### config.mk
export PLATFORM = sky130hd
export DESIGN_NAME = dual_aux_pwm_timer
export DESIGN_NICKNAME = d
export VERILOG_FILES = /design/src/design/aux_pwm_pkg.sv /design/src/design/aux_pwm_channel.sv /design/src/design/dual_aux_pwm_timer.sv
export SDC_FILE = /design/constraint.sdc
export NUM_CORES = 1
export LEC_CHECK = 0
export ABC_CLOCK_PERIOD_IN_PS = 6000
export CORE_ASPECT_RATIO = 2
export CORE_UTILIZATION = 50
export CTS_CLUSTER_DIAMETER = 200
export DETAILED_ROUTE_END_ITERATION = 16
export DONT_BUFFER_PORTS = 1
export PLACE_DENSITY_LB_ADDON = 0.25
export SETUP_SLACK_MARGIN = 0.4
export SLEW_MARGIN = 0
export SYNTH_ARGS = -nofsm -noshare
export SYNTH_HDL_FRONTEND = slang
export SYNTH_SLANG_ARGS = --single-unit
### constraint.sdc
create_clock -name pclk -period 6 [get_ports pclk]
set_clock_uncertainty 0.15 [all_clocks]
set_input_delay 1.8 -clock pclk [delete_from_list [all_inputs] [get_ports pclk]]
set_output_delay 1.8 -clock pclk [all_outputs]
set_load 0.01 [all_outputs]
### src/design/aux_pwm_pkg.sv
package aux_pwm_pkg;
   localparam int ADDR_W = 8;
   localparam int DATA_W = 32;
   localparam int VAL_W = 8;
   localparam int NUM_CH = 2;

   localparam logic [ADDR_W-1:0] OFS_PERIOD_ZERO = 8'h00;
   localparam logic [ADDR_W-1:0] OFS_PERIOD_ONE = 8'h04;
   localparam logic [ADDR_W-1:0] OFS_ONTIME_ZERO = 8'h08;
   localparam logic [ADDR_W-1:0] OFS_ONTIME_ONE = 8'h0C;
   localparam logic [ADDR_W-1:0] OFS_MODE = 8'h10;
   localparam logic [ADDR_W-1:0] OFS_FUNC_SEL = 8'h14;
   localparam logic [ADDR_W-1:0] OFS_GPIO_DIR = 8'h18;
   localparam logic [ADDR_W-1:0] OFS_GPIO_DATA = 8'h1C;
   localparam logic [ADDR_W-1:0] OFS_STATUS = 8'h20;
   localparam logic [ADDR_W-1:0] OFS_COUNT = 8'h24;

   localparam int MODE_INDEP_BIT = 8;
   localparam int STATUS_LEVEL_POS = 0;
   localparam int STATUS_RUN_POS = 2;
   localparam int STATUS_MODE_POS = 4;
   localparam int COUNT_ONE_POS = 8;

   localparam logic [VAL_W-1:0] PERIOD_RESET = 8'hFF;
   localparam logic [VAL_W-1:0] ONTIME_RESET = 8'h00;
   localparam logic MODE_RESET = 1'b0;
   localparam logic [NUM_CH-1:0] FUNC_SEL_RESET = 2'h3;
   localparam logic [NUM_CH-1:0] GPIO_DIR_RESET = 2'h0;
   localparam logic [NUM_CH-1:0] GPIO_DATA_RESET = 2'h0;
   localparam logic [DATA_W-1:0] READ_ZERO = 32'h0;

   localparam int CLK_PERIOD_NS = 20;
   localparam int STEP_CLOCKS = 2;
endpackage : aux_pwm_pkg

### src/design/aux_pwm_channel.sv
`timescale 1ns/1ns
module aux_pwm_channel
   import aux_pwm_pkg::*;
(
   input wire logic pclk,
   input wire logic presetn,
   input wire logic step,
   input wire logic restart,
   input wire logic halt,
   input wire logic [aux_pwm_pkg::VAL_W-1:0] period,
   input wire logic [aux_pwm_pkg::VAL_W-1:0] ontime,
   output logic level,
   output logic running,
   output logic [aux_pwm_pkg::VAL_W-1:0] count
);
   typedef struct packed {
      logic [VAL_W-1:0] cnt;
      logic [VAL_W-1:0] on_time;
      logic run;
   } chan_s;

   chan_s q;
   chan_s d;

   always_comb begin
      d = q;
      if (restart) begin
         d.cnt = '0;
         d.on_time = ontime;
         d.run = 1'b1;
      end else if (halt) begin
         d.cnt = '0;
         d.run = 1'b0;
      end else if (step && q.run) begin
         if (q.cnt == period) begin
            d.cnt = '0;
            d.on_time = ontime;
         end else begin
            d.cnt = q.cnt + 8'h01;
         end
      end
   end

   always_ff @(posedge pclk or negedge presetn) begin
      if (!presetn) begin
         q <= '0;
      end else begin
         q <= d;
      end
   end

   assign level = q.run && (q.cnt < q.on_time);
   assign running = q.run;
   assign count = q.cnt;
endmodule : aux_pwm_channel

### src/design/dual_aux_pwm_timer.sv
// How it works
// - Two 8-bit pulse-width outputs on pins
// - Mode bit 8 set selects independent mode
// - Independent mode: each period register sets its output's period
// - Period is two times value-plus-one
// - Any period value 0 to 0xFF accepted
// - High time is two times on-time value
// - On-time beyond period holds output high
// - Bit 8 clear: shared period from register zero
// - Offset mode keeps per-output on-time
// - Output one rises two times offset-plus-one later
// - New on-time applies at next cycle
// - Period write clears timers, restarts cycles
// - Reset clears mode bit: offset mode
// - Reset: periods all ones, on-times zero
// - Function-select set gives pin to GPIO
//
// Our own choices: the placing of the registers and the APB interface to the registers.
`timescale 1ns/1ns
module dual_aux_pwm_timer
   import aux_pwm_pkg::*;
(
   input wire logic pclk,
   input wire logic presetn,
   input wire logic psel,
   input wire logic penable,
   input wire logic pwrite,
   input wire logic [aux_pwm_pkg::ADDR_W-1:0] paddr,
   input wire logic [aux_pwm_pkg::DATA_W-1:0] pwdata,
   output logic [aux_pwm_pkg::DATA_W-1:0] prdata,
   output logic pready,
   output logic pslverr,
   input wire logic [aux_pwm_pkg::NUM_CH-1:0] pin_in,
   output logic [aux_pwm_pkg::NUM_CH-1:0] pin_out,
   output logic [aux_pwm_pkg::NUM_CH-1:0] pin_oe_n
);
   import aux_pwm_pkg::*;

   typedef struct packed {
      logic [NUM_CH-1:0][VAL_W-1:0] period;
      logic [NUM_CH-1:0][VAL_W-1:0] ontime;
      logic mode_indep;
      logic [NUM_CH-1:0] func_sel;
      logic [NUM_CH-1:0] gpio_dir;
      logic [NUM_CH-1:0] gpio_data;
      logic phase;
      logic started;
      logic [DATA_W-1:0] rdata;
      logic ready;
      logic slverr;
      logic [NUM_CH-1:0] pin_out;
      logic [NUM_CH-1:0] pin_oe_n;
   } top_s;

   localparam top_s RESET_STATE = '{
      period: {PERIOD_RESET, PERIOD_RESET},
      ontime: {ONTIME_RESET, ONTIME_RESET},
      mode_indep: MODE_RESET,
      func_sel: FUNC_SEL_RESET,
      gpio_dir: GPIO_DIR_RESET,
      gpio_data: GPIO_DATA_RESET,
      phase: 1'b0,
      started: 1'b0,
      rdata: READ_ZERO,
      ready: 1'b0,
      slverr: 1'b0,
      pin_out: '0,
      pin_oe_n: '1
   };

   top_s q;
   top_s d;

   logic [NUM_CH-1:0] ch_restart;
   logic [NUM_CH-1:0] ch_halt;
   logic [NUM_CH-1:0][VAL_W-1:0] ch_period;
   logic [NUM_CH-1:0] ch_level;
   logic [NUM_CH-1:0] ch_running;
   logic [NUM_CH-1:0][VAL_W-1:0] ch_count;

   logic access_wr;
   logic setup;
   logic period_write;
   logic step;
   logic [VAL_W:0] offset_raw;
   logic [VAL_W:0] period_len;
   logic [VAL_W:0] offset_pos;
   logic [VAL_W-1:0] next_zero;
   logic [DATA_W-1:0] status_word;
   logic [DATA_W-1:0] count_word;

   genvar gi;
   generate
      for (gi = 0; gi < NUM_CH; gi++) begin : g_chan
         aux_pwm_channel u_chan (
            .pclk(pclk),
            .presetn(presetn),
            .step(step),
            .restart(ch_restart[gi]),
            .halt(ch_halt[gi]),
            .period(ch_period[gi]),
            .ontime(q.ontime[gi]),
            .level(ch_level[gi]),
            .running(ch_running[gi]),
            .count(ch_count[gi])
         );
      end
   endgenerate

   // periods per output in independent mode
   always_comb begin
      ch_period[0] = q.period[0];
      if (q.mode_indep) begin
         ch_period[1] = q.period[1];
      end else begin
         ch_period[1] = q.period[0];
      end
   end

   always_comb begin
      offset_raw = {1'b0, q.period[1]} + 9'h001;
      period_len = {1'b0, q.period[0]} + 9'h001;
      if (offset_raw >= period_len) begin
         offset_pos = offset_raw - period_len;
      end else begin
         offset_pos = offset_raw;
      end
      if (ch_count[0] == q.period[0]) begin
         next_zero = '0;
      end else begin
         next_zero = ch_count[0] + 8'h01;
      end
   end

   always_comb begin
      status_word = READ_ZERO;
      status_word[STATUS_LEVEL_POS +: NUM_CH] = ch_level;
      status_word[STATUS_RUN_POS +: NUM_CH] = ch_running;
      status_word[STATUS_MODE_POS] = q.mode_indep;
      count_word = READ_ZERO;
      count_word[VAL_W-1:0] = ch_count[0];
      count_word[COUNT_ONE_POS +: VAL_W] = ch_count[1];
   end

   assign setup = psel && !penable;
   assign access_wr = psel && penable && q.ready && pwrite && !q.slverr;
   assign period_write = access_wr &&
      ((paddr == OFS_PERIOD_ZERO) || (paddr == OFS_PERIOD_ONE));
   assign step = q.phase;

   always_comb begin
      d = q;
      ch_restart = '0;
      ch_halt = '0;
      d.phase = ~q.phase;

      // Register writes at the access edge
      if (access_wr) begin
         unique case (paddr)
            OFS_PERIOD_ZERO: d.period[0] = pwdata[VAL_W-1:0];
            OFS_PERIOD_ONE: d.period[1] = pwdata[VAL_W-1:0];
            OFS_ONTIME_ZERO: d.ontime[0] = pwdata[VAL_W-1:0];
            OFS_ONTIME_ONE: d.ontime[1] = pwdata[VAL_W-1:0];
            OFS_MODE: d.mode_indep = pwdata[MODE_INDEP_BIT];
            OFS_FUNC_SEL: d.func_sel = pwdata[NUM_CH-1:0];
            OFS_GPIO_DIR: d.gpio_dir = pwdata[NUM_CH-1:0];
            OFS_GPIO_DATA: d.gpio_data = pwdata[NUM_CH-1:0];
            default: d.func_sel = q.func_sel;
         endcase
      end

      if (period_write || !q.started) begin
         d.started = 1'b1;
         d.phase = 1'b0;
         ch_restart[0] = 1'b1;
         if (q.mode_indep || (offset_pos == 9'h000)) begin
            ch_restart[1] = 1'b1;
         end else begin
            ch_halt[1] = 1'b1;
         end
      end else if (step && !q.mode_indep && ch_running[0]) begin
         if ({1'b0, next_zero} == offset_pos) begin
            ch_restart[1] = 1'b1;
         end
      end

      // APB answer prepared in setup, shown in access
      d.ready = 1'b0;
      d.slverr = 1'b0;
      if (setup) begin
         d.ready = 1'b1;
         d.rdata = READ_ZERO;
         unique case (paddr)
            OFS_PERIOD_ZERO: d.rdata[VAL_W-1:0] = q.period[0];
            OFS_PERIOD_ONE: d.rdata[VAL_W-1:0] = q.period[1];
            OFS_ONTIME_ZERO: d.rdata[VAL_W-1:0] = q.ontime[0];
            OFS_ONTIME_ONE: d.rdata[VAL_W-1:0] = q.ontime[1];
            OFS_MODE: d.rdata[MODE_INDEP_BIT] = q.mode_indep;
            OFS_FUNC_SEL: d.rdata[NUM_CH-1:0] = q.func_sel;
            OFS_GPIO_DIR: d.rdata[NUM_CH-1:0] = q.gpio_dir;
            OFS_GPIO_DATA: d.rdata[NUM_CH-1:0] = pin_in;
            OFS_STATUS: d.rdata = status_word;
            OFS_COUNT: d.rdata = count_word;
            default: d.slverr = 1'b1;
         endcase
      end

      // function select picks GPIO or pulse
      for (int i = 0; i < NUM_CH; i++) begin
         if (q.func_sel[i]) begin
            d.pin_out[i] = q.gpio_data[i];
            d.pin_oe_n[i] = ~q.gpio_dir[i];
         end else begin
            d.pin_out[i] = ch_level[i];
            d.pin_oe_n[i] = 1'b0;
         end
      end
   end

   // reset values of period and on-time
   always_ff @(posedge pclk or negedge presetn) begin
      if (!presetn) begin
         q <= RESET_STATE;
      end else begin
         q <= d;
      end
   end

   assign prdata = q.rdata;
   assign pready = q.ready;
   assign pslverr = q.slverr;
   assign pin_out = q.pin_out;
   assign pin_oe_n = q.pin_oe_n;
endmodule : dual_aux_pwm_timer
==> results.cfg <==
[setup_path]
worst_setup_path_start_kind = flip-flop
startpoint = q[71]
r2r_setup_slack_ps = 960
endpoint = g_chan[1].u_chan.q[4]
critPathMostFrequentCell = ha_1
cp_num_cells = 13
critical_path.top_delay_family = simple AND/OR/NAND/NOR gates
timing.rr.start = q[71]
max_stage_delay_ps = 660
timing.critical_path.buf_inv = 0
worstPathMaxFanout = 11
end_kind = flip-flop
rr_endpoint = g_chan[1].u_chan.q[4]
crit_path_cell_trace = ha_1 -> nand3_1 -> xnor2_1 -> ha_1 -> a21o_1 -> o21ba_1 -> nor3_2 -> a21boi_2 -> or3_1 -> a2111o_1 -> nor4_4 -> o31ai_4 -> mux2_4
crit_type = flip-flop to flip-flop
rr_worst_depth = 13
required_ps = 6090
crit_slowest_cell = dfstp_2
crit_arrival_ps = 5130

[logic_synthesis]
yosys-top-cells-area = dfrtp_1 (30%), dfstp_2 (8.3%), mux2_2 (7.5%)
ys.flop_type = dfrtp_1
avgSynthCellArea_sq_um = 9.68
ys_seq_elements = 96
seq_area_frac_synth_pct = 38.4
synth_edf_count = 0
synth_top_area_share_pct = 30.1
synth_area_sq_um = 6320
ys_types = 68
syn_inst = 653
postSynth.asyncResetShare_pct = 100
ys_warn_count = 0
netlist.top_cell.by_area = dfrtp_1

[place]
gp_congestion = 0.945
port_buffers = 0
hpwl_um = 11900
dp_cells = 750
dpl_cell_area_sq_um = 6170

[timing]
period_needed_ps = 5040
setup_viol = 0
finalHoldViolations = 0
fmax_mhz = 198
hold_slack_ps = 290
post-route-period-util_pct = 84.0
worst_pin_slew_ps = 1160
slew_viol_final = 0
tns_ps = 0
timing.slew.headroom_pct = 22.3
rsz0062_at_grt = no

[final_layout]
multiInputGateArea_sq_um = 3460
seq_area_sq_um = 2430
layout_common_cells = dfrtp_1 (76), nor2_1 (52), nand2_1 (48)
layout-drive-gt1-share_pct = 16.3
final_common_cell = dfrtp_1
fillers = 1108
fin_area_sq_um = 6480
area_growth_pct = 2.51
final_cells = 766
nets = 689
antenna_cells = 0

[hold_path]
hold_class = flip-flop to flip-flop
hold_start = q[43]

[floorplan]
die_area_sq_um = 13100
core_sq_um = 12200
io_pins = 85
initial_utilization_pct = 51.8
die_h_um = 161
die_w_um = 81.5
row_count = 57

[clock_network]
ctsResizeCount = 0
root_buffer = clkbuf_16
hold_buffers = 0
h-tree-depth = 3
clk_latency_ps = 360
clk_pin_slew_worst_paths_ps = 80
cts_setup_buffers = 0
cts_tree = yes
clock_path_buffers = 2
clkSinkCount = 96
cts_made_buffers = 9

[global_route]
grt_pass1_wl_um = 24600
grt_use_total_pct = 25.3
grt_antenna_before_repair = 0
grt_max_degree = 97
grt_pass1_vias = 4762
grt.overflow.total = 0

[routing]
avgViaCountPerCell = 6.07
wl_per_cell_um = 20.2
ant_nets = 0
drt_iter0_markers = 297
drtPass1Iterations = 4
drc_errors = 0
dr_total_vias = 4652
routed_wl_um = 15500

[pwr]
ir_worst_vdd_uv = 201
total_power_w = 0.00133
pwr_density_cell_nw_per_um2 = 206
leakage_nw = 2.79

[job]
cap_violations = 0

[status]
outcome = finished, final reports clean
logic make-up after synthesis:
family                   count (synthesis)  synth area share [%]
AND/OR/NAND/NOR                        207                  16.7
AO/OA/AOI/OAI                          116                  12.7
flip-flops                              96                  38.4
buffers and inverters                   90                  7.68
multiplexers                            71                  12.7
XOR/XNOR                                43                  5.96
adder cells (fa/ha/maj)                 28                  5.66
other                                    2                 0.119
synthesized netlist by cell type (5+ instances only):
cell type / n
inv_1: 23
o21ai_0: 28
nand2b_1: 9
mux2_2: 42
mux2i_1: 21
nand3_1: 26
a221oi_1: 6
dfrtp_1: 76
nor2b_1: 7
or2_2: 5
a21o_1: 9
mux2_4: 8
nor3_1: 12
xor2_1: 14
a21oi_1: 20
o211ai_1: 6
nand4_1: 10
nor2_1: 52
nand2_1: 48
xnor2_1: 29
clkbuf_1: 23
or3_1: 8
buf_4: 38
and3_1: 7
dfstp_2: 20
ha_1: 27
power breakdown:
group          internal, W   total, W  switching (W)
logic            0.0000310  0.0000836      0.0000526
registers         0.000656   0.000671      0.0000145
clock network     0.000298   0.000581       0.000283
worst min path at each step:
| stage | endpoint | slack, ps | cells after the start |
|---|---|---|---|
| floorplan | pin_oe_n[0] | 230 | 1 |
| global placement | pin_oe_n[0] | 270 | 1 |
| detailed placement | pin_oe_n[0] | 280 | 1 |
| CTS | pin_oe_n[1] | 290 | 1 |
| global route | pin_oe_n[1] | 310 | 1 |
| finish | pin_oe_n[1] | 290 | 1 |
state kept, by name, indices dropped and copies added, names as in the netlist:
| signal | count |
|---|---|
| ch_period | 8 |
| prdata | 16 |
| step | 1 |
| pslverr | 1 |
| pin_out | 2 |
| q | 31 |
| pin_oe_n | 2 |
| g_chan.u_chan.count | 16 |
| g_chan.u_chan.q | 16 |
| pready | 1 |
| g_chan.u_chan.running | 2 |
final cells by class:
type                            count  area share [%]
Inverter                           24            1.39
Clock buffer                        9            3.48
Sequential cell                    96            37.5
Timing Repair Buffer                1           0.116
Tap cell                          147            2.84
Multi-Input combinational cell    482            53.5
Clock inverter                      7            1.26
layer usage:
layer	share of wire [%]	vias up	GRT usage, %
met5	0	-	0
met4	5.5	0	14.7
met3	3.5	46	4.86
met2	53	137	43.8
met1	38	2288	27.7
li1	-	2181	-
stage by stage:
stage               worst slack [ps]  utilization [%]
floorplan                       1710                -
global placement                1090             50.6
detailed placement              1050             50.6
CTS                             1030             53.1
global route                     733             53.1
finish                           958             53.1
Note: power is estimated with default switching activity, not from simulation.
